--- config.mk ---
export PLATFORM = sky130hd
export DESIGN_NAME = iorb_bank
export DESIGN_NICKNAME = d
export VERILOG_FILES = /design/src/hdl/iorb_flag.v /design/src/hdl/iorb_bank.v
export VERILOG_INCLUDE_DIRS = /design/src /design/src/hdl
export SDC_FILE = /design/constraint.sdc
export NUM_CORES = 1
export LEC_CHECK = 0
export ABC_AREA = 1
export BUFFER_PORTS_ARGS = -buffer_cell sky130_fd_sc_hd__buf_2
export CAP_MARGIN = 15
export CORE_AREA = 8 8 120 122
export CTS_CLUSTER_SIZE = 30
export DETAILED_ROUTE_END_ITERATION = 16
export DIE_AREA = 0 0 128 130
export PLACE_DENSITY_LB_ADDON = 0.1
export SLEW_MARGIN = 20
export SYNTH_ARGS = -nofsm -noshare
export SYNTH_HDL_FRONTEND = slang
export SYNTH_SLANG_ARGS = --single-unit
--- constraint.sdc ---
create_clock -name core_clk -period 1.8 [get_ports core_clk]
set_clock_uncertainty 0.2 [all_clocks]
set_input_delay 0 -clock core_clk [delete_from_list [all_inputs] [get_ports core_clk]]
set_output_delay 0 -clock core_clk [all_outputs]
set_load 0.01 [all_outputs]
--- src/hdl/iorb_map.vh ---
// register map, field positions and reset values of the low i/o register bank
`ifndef IORB_MAP_VH
`define IORB_MAP_VH
`define IORB_ADDR_CONV_CSB 5'h03
`define IORB_ADDR_CONV_RESL 5'h04
`define IORB_ADDR_CONV_RESH 5'h05
`define IORB_ADDR_CONV_CSA 5'h06
`define IORB_ADDR_CONV_MUX 5'h07
`define IORB_ADDR_CMP_CS 5'h08
`define IORB_ADDR_SER_CTRL 5'h0d
`define IORB_ADDR_SER_STAT 5'h0e
`define IORB_ADDR_SER_DATA 5'h0f
`define IORB_ADDR_SER_BUF 5'h10
`define IORB_ADDR_GP0 5'h11
`define IORB_ADDR_GP1 5'h12
`define IORB_ADDR_GP2 5'h13
`define IORB_ADDR_DIN_DIS 5'h14
`define IORB_ADDR_PC_MASK 5'h15
`define IORB_ADDR_PORT_IN 5'h16
`define IORB_ADDR_PORT_DIR 5'h17
`define IORB_ADDR_PORT_OUT 5'h18
// write-one-to-clear flag positions
`define IORB_W1C_CONV_CSA 8'h10
`define IORB_W1C_CMP_CS 8'h10
`define IORB_W1C_SER_STAT 8'he0
// writable bits (reserved and read-only bits excluded)
`define IORB_WMASK_CONV_CSB 8'he7
`define IORB_WMASK_CONV_CSA 8'hef
`define IORB_WMASK_CMP_CS 8'hcb
`define IORB_WMASK_SER_STAT 8'h0f
`define IORB_WMASK_PORT 8'h3f
`define IORB_WMASK_DIN_DIS 8'h3f
// comparator output bit is hardware driven
`define IORB_CMP_OUT_BIT 5
`define IORB_RESET_VALUE 8'h00
`endif

--- src/hdl/iorb_flag.v ---
// one byte of write-one-to-clear status flags, hardware set wins over clear
`default_nettype none
module iorb_flag (
    input wire core_clk,
    input wire rst_n,
    input wire [7:0] mask,
    input wire [7:0] set_pulse,
    input wire [7:0] clear_bits,
    output reg [7:0] flags
);
    always @(posedge core_clk or negedge rst_n) begin
        if (!rst_n) begin
            flags <= 8'h00;
        end else begin
            // set beats clear so an event landing on the clear cycle survives
            flags <= ((flags & ~clear_bits) | set_pulse) & mask;
        end
    end
endmodule // iorb_flag
`default_nettype wire

--- src/hdl/iorb_bank.v ---
// low i/o register bank with byte and single-bit access
// Contract
// - set_io_bit and clear_io_bit work on addresses 0x00 to 0x1f only
// - a selected bit is returned for the skip-if-set and skip-if-clear tests
// - status flags clear on writing one, writing zero leaves them
// - bit set or clear changes only the addressed bit; a bit set on a flag clears just that flag
`include "iorb_map.vh"
`default_nettype none
module iorb_bank (
    input wire core_clk,
    input wire rst_n,
    input wire [5:0] io_addr,
    input wire io_wr,
    input wire [7:0] io_wdata,
    input wire io_rd,
    output reg [7:0] io_rdata,
    input wire bit_set,
    input wire bit_clr,
    input wire [2:0] bit_sel,
    output wire bit_value,
    output wire bit_access_error,
    input wire [7:0] port_pins,
    input wire [9:0] conv_result,
    input wire conv_done,
    input wire cmp_out,
    input wire cmp_event,
    input wire [2:0] ser_events,
    input wire [7:0] ser_buffer,
    output reg [7:0] port_out,
    output reg [7:0] port_dir,
    output reg [7:0] pc_mask,
    output reg [7:0] din_disable,
    output reg [7:0] conv_csa,
    output reg [7:0] conv_csb,
    output reg [7:0] conv_mux,
    output reg [7:0] cmp_ctrl,
    output reg [7:0] ser_ctrl,
    output reg [7:0] ser_data,
    output reg [3:0] ser_count
);
    // =====================================================================
    // pin synchronisers
    // =====================================================================
    reg [7:0] pin_meta;
    reg [7:0] pin_sync;
    reg [7:0] gp0;
    reg [7:0] gp1;
    reg [7:0] gp2;
    wire [7:0] conv_flags;
    wire [7:0] cmp_flags;
    wire [7:0] ser_flags;
    wire [7:0] cur_value;
    wire [7:0] wr_value;
    wire byte_wr;
    wire any_bit;
    wire in_range;

    always @(posedge core_clk or negedge rst_n) begin
        if (!rst_n) begin
            pin_meta <= 8'h00;
            pin_sync <= 8'h00;
        end else begin
            pin_meta <= port_pins;
            pin_sync <= pin_meta;
        end
    end

    // =====================================================================
    // access decode
    // =====================================================================
    assign in_range = (io_addr[5] == 1'b0);
    assign any_bit = (bit_set | bit_clr) & in_range;
    assign bit_access_error = (bit_set | bit_clr) & ~in_range;
    // addresses above the bank alias onto it through the low bits, so they are cut here
    assign byte_wr = io_wr & ~(bit_set | bit_clr) & in_range;

    function [7:0] read_reg;
        input [4:0] a;
        begin
            case (a)
                `IORB_ADDR_CONV_CSB: read_reg = conv_csb;
                `IORB_ADDR_CONV_RESL: read_reg = conv_result[7:0];
                `IORB_ADDR_CONV_RESH: read_reg = {6'h00, conv_result[9:8]};
                `IORB_ADDR_CONV_CSA: read_reg = conv_csa | conv_flags;
                `IORB_ADDR_CONV_MUX: read_reg = conv_mux;
                `IORB_ADDR_CMP_CS: read_reg = cmp_ctrl | cmp_flags | {2'h0, cmp_out, 5'h00};
                `IORB_ADDR_SER_CTRL: read_reg = ser_ctrl;
                `IORB_ADDR_SER_STAT: read_reg = ser_flags | {4'h0, ser_count};
                `IORB_ADDR_SER_DATA: read_reg = ser_data;
                `IORB_ADDR_SER_BUF: read_reg = ser_buffer;
                `IORB_ADDR_GP0: read_reg = gp0;
                `IORB_ADDR_GP1: read_reg = gp1;
                `IORB_ADDR_GP2: read_reg = gp2;
                `IORB_ADDR_DIN_DIS: read_reg = din_disable;
                `IORB_ADDR_PC_MASK: read_reg = pc_mask;
                `IORB_ADDR_PORT_IN: read_reg = pin_sync & `IORB_WMASK_PORT;
                `IORB_ADDR_PORT_DIR: read_reg = port_dir;
                `IORB_ADDR_PORT_OUT: read_reg = port_out;
                default: read_reg = 8'h00;
            endcase
        end
    endfunction

    function [7:0] onehot;
        input [2:0] b;
        begin
            onehot = 8'h01 << b;
        end
    endfunction

    assign cur_value = read_reg(io_addr[4:0]);
    assign bit_value = in_range & cur_value[bit_sel];

    // bit access rewrites the addressed bit only; flag clear uses just that bit
    assign wr_value = bit_set ? (cur_value | onehot(bit_sel)) :
                      bit_clr ? (cur_value & ~onehot(bit_sel)) : io_wdata;

    // w1c clear vector: byte writes use data, bit set clears only its own flag
    function [7:0] w1c_clear;
        input [4:0] a;
        input [4:0] target;
        input [7:0] mask;
        begin
            if (a != target) begin
                w1c_clear = 8'h00;
            end else if (any_bit) begin
                w1c_clear = bit_set ? (onehot(bit_sel) & mask) : 8'h00;
            end else if (byte_wr) begin
                w1c_clear = io_wdata & mask;
            end else begin
                w1c_clear = 8'h00;
            end
        end
    endfunction

    // =====================================================================
    // status flags
    // =====================================================================
    iorb_flag u_conv_flag (
        .core_clk(core_clk),
        .rst_n(rst_n),
        .mask(`IORB_W1C_CONV_CSA),
        .set_pulse({3'h0, conv_done, 4'h0}),
        .clear_bits(w1c_clear(io_addr[4:0], `IORB_ADDR_CONV_CSA, `IORB_W1C_CONV_CSA)),
        .flags(conv_flags)
    );

    iorb_flag u_cmp_flag (
        .core_clk(core_clk),
        .rst_n(rst_n),
        .mask(`IORB_W1C_CMP_CS),
        .set_pulse({3'h0, cmp_event, 4'h0}),
        .clear_bits(w1c_clear(io_addr[4:0], `IORB_ADDR_CMP_CS, `IORB_W1C_CMP_CS)),
        .flags(cmp_flags)
    );

    iorb_flag u_ser_flag (
        .core_clk(core_clk),
        .rst_n(rst_n),
        .mask(`IORB_W1C_SER_STAT),
        .set_pulse({ser_events, 5'h00}),
        .clear_bits(w1c_clear(io_addr[4:0], `IORB_ADDR_SER_STAT, `IORB_W1C_SER_STAT)),
        .flags(ser_flags)
    );

    // =====================================================================
    // plain registers
    // =====================================================================
    // one strobe per register; an unused or reserved address matches no process
    function wr_hit;
        input [4:0] target;
        begin
            wr_hit = (byte_wr | any_bit) & (io_addr[4:0] == target);
        end
    endfunction

    // reserved positions are masked so they keep reading zero
    always @(posedge core_clk or negedge rst_n) begin
        if (!rst_n) begin
            conv_csb <= `IORB_RESET_VALUE;
        end else if (wr_hit(`IORB_ADDR_CONV_CSB)) begin
            conv_csb <= wr_value & `IORB_WMASK_CONV_CSB;
        end
    end

    always @(posedge core_clk or negedge rst_n) begin
        if (!rst_n) begin
            conv_csa <= `IORB_RESET_VALUE;
        end else if (wr_hit(`IORB_ADDR_CONV_CSA)) begin
            conv_csa <= wr_value & `IORB_WMASK_CONV_CSA;
        end
    end

    always @(posedge core_clk or negedge rst_n) begin
        if (!rst_n) begin
            conv_mux <= `IORB_RESET_VALUE;
        end else if (wr_hit(`IORB_ADDR_CONV_MUX)) begin
            conv_mux <= wr_value;
        end
    end

    always @(posedge core_clk or negedge rst_n) begin
        if (!rst_n) begin
            cmp_ctrl <= `IORB_RESET_VALUE;
        end else if (wr_hit(`IORB_ADDR_CMP_CS)) begin
            cmp_ctrl <= wr_value & `IORB_WMASK_CMP_CS;
        end
    end

    always @(posedge core_clk or negedge rst_n) begin
        if (!rst_n) begin
            ser_ctrl <= `IORB_RESET_VALUE;
        end else if (wr_hit(`IORB_ADDR_SER_CTRL)) begin
            ser_ctrl <= wr_value;
        end
    end

    always @(posedge core_clk or negedge rst_n) begin
        if (!rst_n) begin
            ser_count <= 4'h0;
        end else if (wr_hit(`IORB_ADDR_SER_STAT)) begin
            ser_count <= wr_value[3:0];
        end
    end

    always @(posedge core_clk or negedge rst_n) begin
        if (!rst_n) begin
            ser_data <= `IORB_RESET_VALUE;
        end else if (wr_hit(`IORB_ADDR_SER_DATA)) begin
            ser_data <= wr_value;
        end
    end

    always @(posedge core_clk or negedge rst_n) begin
        if (!rst_n) begin
            gp0 <= `IORB_RESET_VALUE;
        end else if (wr_hit(`IORB_ADDR_GP0)) begin
            gp0 <= wr_value;
        end
    end

    always @(posedge core_clk or negedge rst_n) begin
        if (!rst_n) begin
            gp1 <= `IORB_RESET_VALUE;
        end else if (wr_hit(`IORB_ADDR_GP1)) begin
            gp1 <= wr_value;
        end
    end

    always @(posedge core_clk or negedge rst_n) begin
        if (!rst_n) begin
            gp2 <= `IORB_RESET_VALUE;
        end else if (wr_hit(`IORB_ADDR_GP2)) begin
            gp2 <= wr_value;
        end
    end

    always @(posedge core_clk or negedge rst_n) begin
        if (!rst_n) begin
            din_disable <= `IORB_RESET_VALUE;
        end else if (wr_hit(`IORB_ADDR_DIN_DIS)) begin
            din_disable <= wr_value & `IORB_WMASK_DIN_DIS;
        end
    end

    always @(posedge core_clk or negedge rst_n) begin
        if (!rst_n) begin
            pc_mask <= `IORB_RESET_VALUE;
        end else if (wr_hit(`IORB_ADDR_PC_MASK)) begin
            pc_mask <= wr_value & `IORB_WMASK_PORT;
        end
    end

    always @(posedge core_clk or negedge rst_n) begin
        if (!rst_n) begin
            port_dir <= `IORB_RESET_VALUE;
        end else if (wr_hit(`IORB_ADDR_PORT_DIR)) begin
            port_dir <= wr_value & `IORB_WMASK_PORT;
        end
    end

    always @(posedge core_clk or negedge rst_n) begin
        if (!rst_n) begin
            port_out <= `IORB_RESET_VALUE;
        end else if (wr_hit(`IORB_ADDR_PORT_OUT)) begin
            port_out <= wr_value & `IORB_WMASK_PORT;
        end
    end

    // =====================================================================
    // read data
    // =====================================================================
    always @(posedge core_clk or negedge rst_n) begin
        if (!rst_n) begin
            io_rdata <= 8'h00;
        end else if (io_rd) begin
            io_rdata <= in_range ? cur_value : 8'h00;
        end
    end
endmodule // iorb_bank
`default_nettype wire

==> results <==
- Summed over all nets, the half-perimeter wirelength after detailed placement is 17.9 mm.
- The DRC violation count after routing is 0.
- The fraction of post-synthesis cell area in the top cell type by area is 48.4%.
- Setup violations remaining at the end of the flow were counted as 39.
- The distinct cell type count after synthesis is 28.
- The cell seen most often among critical-path stages is sky130_fd_sc_hd__nor2_1.
- The path category of the worst min-delay check is in -> reg.
- The die covers 0.0166 sq mm.
- For this run, the detailed router's first-pass iteration total came to 7.
- The initial antenna violation count is 0.
- The final layout contains routed wiring with a total length of 25.4 mm.
- The arrival time of data at the critical path endpoint is 1.85 ns.
- The number of buffers inserted during clock tree synthesis is 17.
- 0 antenna diodes ended up in the layout.
- The H-tree depth is 4.
- The number of core rows is 41.
- The netlist area before placement is 0.00615 sq mm.
- By count the netlist is led by 366 x sky130_fd_sc_hd__nand2_1, 119 x sky130_fd_sc_hd__dfrtp_1, 104 x sky130_fd_sc_hd__nor2_1.
- The critical path is of the reg -> out type.
- The worst path in the final design needs a cycle of 2.05 ns, including I/O delays and setup.
- The checks that failed: hold timing, setup timing.
- Cells fill 76.6% of the core in the end.
- Derived from the worst setup path, the maximum achievable clock frequency is 0.489 GHz.
- The antenna violation net count after detailed routing is 0.
- IR analysis of the VDD net gives a maximum drop of 718 uV.
- In this run the mean area of a mapped cell was 7.28 sq um.
- The portion of the clock cycle consumed by the worst path in the final layout is 114%.
- Counting along the longest clock path gives a buffer depth of 2.
- Summing over every cut layer, the via total after detailed routing is 7,122.
- The count of fill cells added during filler insertion is 934.
- The share of total power dissipated in sequential elements is 36.4%.
- The signed area change from the synthesized netlist to the final layout is 54.7%.
- The global-route total usage across every layer is 30.0%.
- The count of input and output buffers is 132.
- Final hold analysis gives a worst-case slack of -0.0247 ns.
- The aggregate global routing overflow is 0.
- The die span in x is 128 um.
- The critical path goes through nand3_1, nand2_1, nor2_1, nand4_1, nand3_2, nor2_2, nor2_1, nor2_1, buf_2.
- For this design the top-level I/O count stands at 149.
- By area the synthesized netlist is led by sky130_fd_sc_hd__dfrtp_1 48%, sky130_fd_sc_hd__nand2_1 22%, sky130_fd_sc_hd__nor2_1 6.3%, sky130_fd_sc_hd__nand3_1 3.6%, sky130_fd_sc_hd__a31oi_1 3.6%.
- The max-slew violation count was 0.
- The areal power density over the cells is 978 mW/mm^2.
- The routed via count divided by cell count is 5.42.
- Across the run, the number of max-cap violations was 0.
- The tree built by TritonCTS fans out to 119 sinks.
- The first global-routing pass estimated 37.6 mm of wire.
- The wire length per cell after detailed routing is 19.3 um.
- The critical path capture point type is a primary output.
- The completed layout was analyzed and its total power is 9.30 mW.
- The post-route setup TNS is -2.80 ns.
- The synthesized instance count is 844.
- The internal power component is 6.50 mW.
- The worst pin sits at a relative slew slack of 25.3%.
- The cell type with the largest total area after synthesis is sky130_fd_sc_hd__dfrtp_1.
- For this configuration, the core starts out at a cell density of 49.5%.
- Among all flip-flop cells after synthesis, the most frequent one is sky130_fd_sc_hd__dfrtp_1.
- The maximum cell stage delay along the critical path is 0.43 ns.
- The die is 130 um tall.
- The synthesized design contains 119 register bits.
- The share of total power dissipated in the clock network is 39.3%.
- The startpoint class of the critical path is a flop.
- TritonCTS built the clock tree.
- Summed over all cells, the static leakage comes to 5.18 nW.
- For this design, the slowest cell found on the critical path is sky130_fd_sc_hd__dfrtp_1.
- The maximum number of pins on one net before global-route repair is 44.
- The clock root buffer master is sky130_fd_sc_hd__clkbuf_16.
- STA puts the critical path data required time at 1.60 ns.
- The top fanout value on the critical path is 3.
- The core region is 0.0124 sq mm.
- The clock reaches the later pin of the worst-skew pair after 0.43 ns.
- In this run, the combinational gates consume 24.3% of the power.
- After layout, the worst setup slack is -0.246 ns.
- The clock transition at the registers of the reported paths is 0.06 ns.
- Cells with a size suffix above 1 make up 36.6% of the layout.
- Counting flops with a built-in enable in the synthesized netlist gives 0.
- In this run switching power makes up 30.1% of total power.
- The net count of the finished layout is 1,184.
- Sequential cells were found to cover 48.4% of the synthesized design area.
- The power dissipated by switching net loads is 2.80 mW.
- The total count of hold-check failures in the final report came to 1.
- Setup repair after global routing could not meet its margin everywhere.
- The post-synthesis async set-or-reset flop share is 100%.
- The routability-driven placement congestion ratio is 0.954.
- Including well taps, the total number of placed cells is 1,237.
- The via count of the first global-routing pass was 6,780.
- The most frequent cell after synthesis is sky130_fd_sc_hd__nand2_1.
- The post-route non-filler standard cell count is 1,314.
- The transition time at the pin with the least slew margin is 1.12 ns.
- The violation count after the first detailed-route iteration is 746.
- The run finished, with violations left.
- The number of warning messages in the yosys log is 0.
==> metrics by stage <==
stage | worst slack (ns) | area (sq um)
2_1_floorplan | 0.141 | 6200
3_3_place_gp | -0.431 | 7860
3_5_place_dp | -0.453 | 7860
4_1_cts | -0.187 | 8980
5_1_grt | -0.347 | 9510
6_report | -0.246 | 9510
==> registers in the layout, indices dropped and copies added, names as in the netlist, 7 cells and up <==
signal	flops
conv_csa	7
conv_mux	8
gp0	8
gp1	8
gp2	8
io_rdata	8
ser_ctrl	8
ser_data	8
==> worst max-delay path: cells and delay by family, from the launching register on <==
| kind | cells | cell delay [ns] |
|---|---|---|
| buffers and inverters | 1 | 0.13 |
| AND/OR/NAND/NOR | 8 | 0.87 |
| flip-flops | 1 | 0.43 |
==> what timing repair did <==
action                                 4_1_cts  5_1_grt
pin swaps                                   17       24
endpoints found under the hold margin      192        0
setup buffers                                7        7
hold buffers                                30        0
cloned                                       1        2
setup endpoints to repair                   66       83
gates resized for setup                     38      106
==> layout by cell type (no fill, tap or decap), drive strengths merged <==
cell type	count
nand4	26
a21boi	1
dlygate4sd3	30
conb	14
clkbuf	24
inv	59
a211oi	1
nand3	46
a22oi	1
buf	259
nor3	3
a22o	4
dfrtp	119
nand2	369
nor2	113
o211ai	2
bufinv	4
o21ai	24
a31oi	35
a21o	1
o21bai	1
clkinvlp	3
clkinv	3
==> logic make-up (layout without fill, tap and decap cells) <==
logic type	Yosys count	in the layout	synth area share (%)
other	1	14	0.0610
AND/OR/NAND/NOR	557	557	37.1
AO/OA/AOI/OAI	70	70	6.94
flip-flops	119	119	48.4
buffers and inverters	97	382	7.45
==> per-layer routing <==
metal	global-route usage [%]	share of wire (%)	wire length [um]	vias up
li1	-	-	-	3247
met1	37.0	39	9940	3362
met2	48.0	46	11800	433
met3	8.81	10	2630	80
met4	13.6	4.1	1050	0
met5	0	0	0	-
==> path summary, 6_finish.rpt <==
check / from / end / slack [ns] / cells past startpoint
setup / recovery: conv_mux[7]$_DFFE_PN0P_ / bit_value / -0.25 / 9
hold reg to reg: pin_meta[4]$_DFF_PN0_ / pin_sync[4]$_DFF_PN0_ / 0.15 / 0
min in group asynchronous: rst_n / ser_ctrl[4]$_DFFE_PN0P_ / 0.43 / 3
hold / removal: conv_result[1] / io_rdata[1]$_DFFE_PN0P_ / -0.02 / 7
setup reg to reg: conv_mux[1]$_DFFE_PN0P_ / ser_data[1]$_DFFE_PN0P_ / -0.11 / 12
max in group asynchronous: rst_n / pin_sync[0]$_DFF_PN0_ / 0.36 / 4
==> power by group through the flow <==
| stage | combinational, mW | clock [mW] | sequential [mW] |
|---|---|---|---|
| 2_1_floorplan | 0.661 | 0 | 3.50 |
| 3_5_place_dp | 1.86 | 0 | 3.40 |
| 3_3_place_gp | 1.84 | 0 | 3.41 |
| 4_1_cts | 2.01 | 3.66 | 3.36 |
| 6_report | 2.26 | 3.66 | 3.38 |
| 5_1_grt | 2.43 | 3.78 | 3.42 |
==> layout make-up <==
cell class / instances / area, sq um / share of cell area, %
clock buffers: 21 / 460 / 4.84
clock inverters: 11 / 170 / 1.79
inverters: 58 / 218 / 2.29
multi-input cells: 641 / 3280 / 34.5
flip-flops and latches: 119 / 2980 / 31.3
well taps: 172 / 215 / 2.26
repair buffers: 292 / 2190 / 23.0
Note: power is estimated with default switching activity, not from simulation.
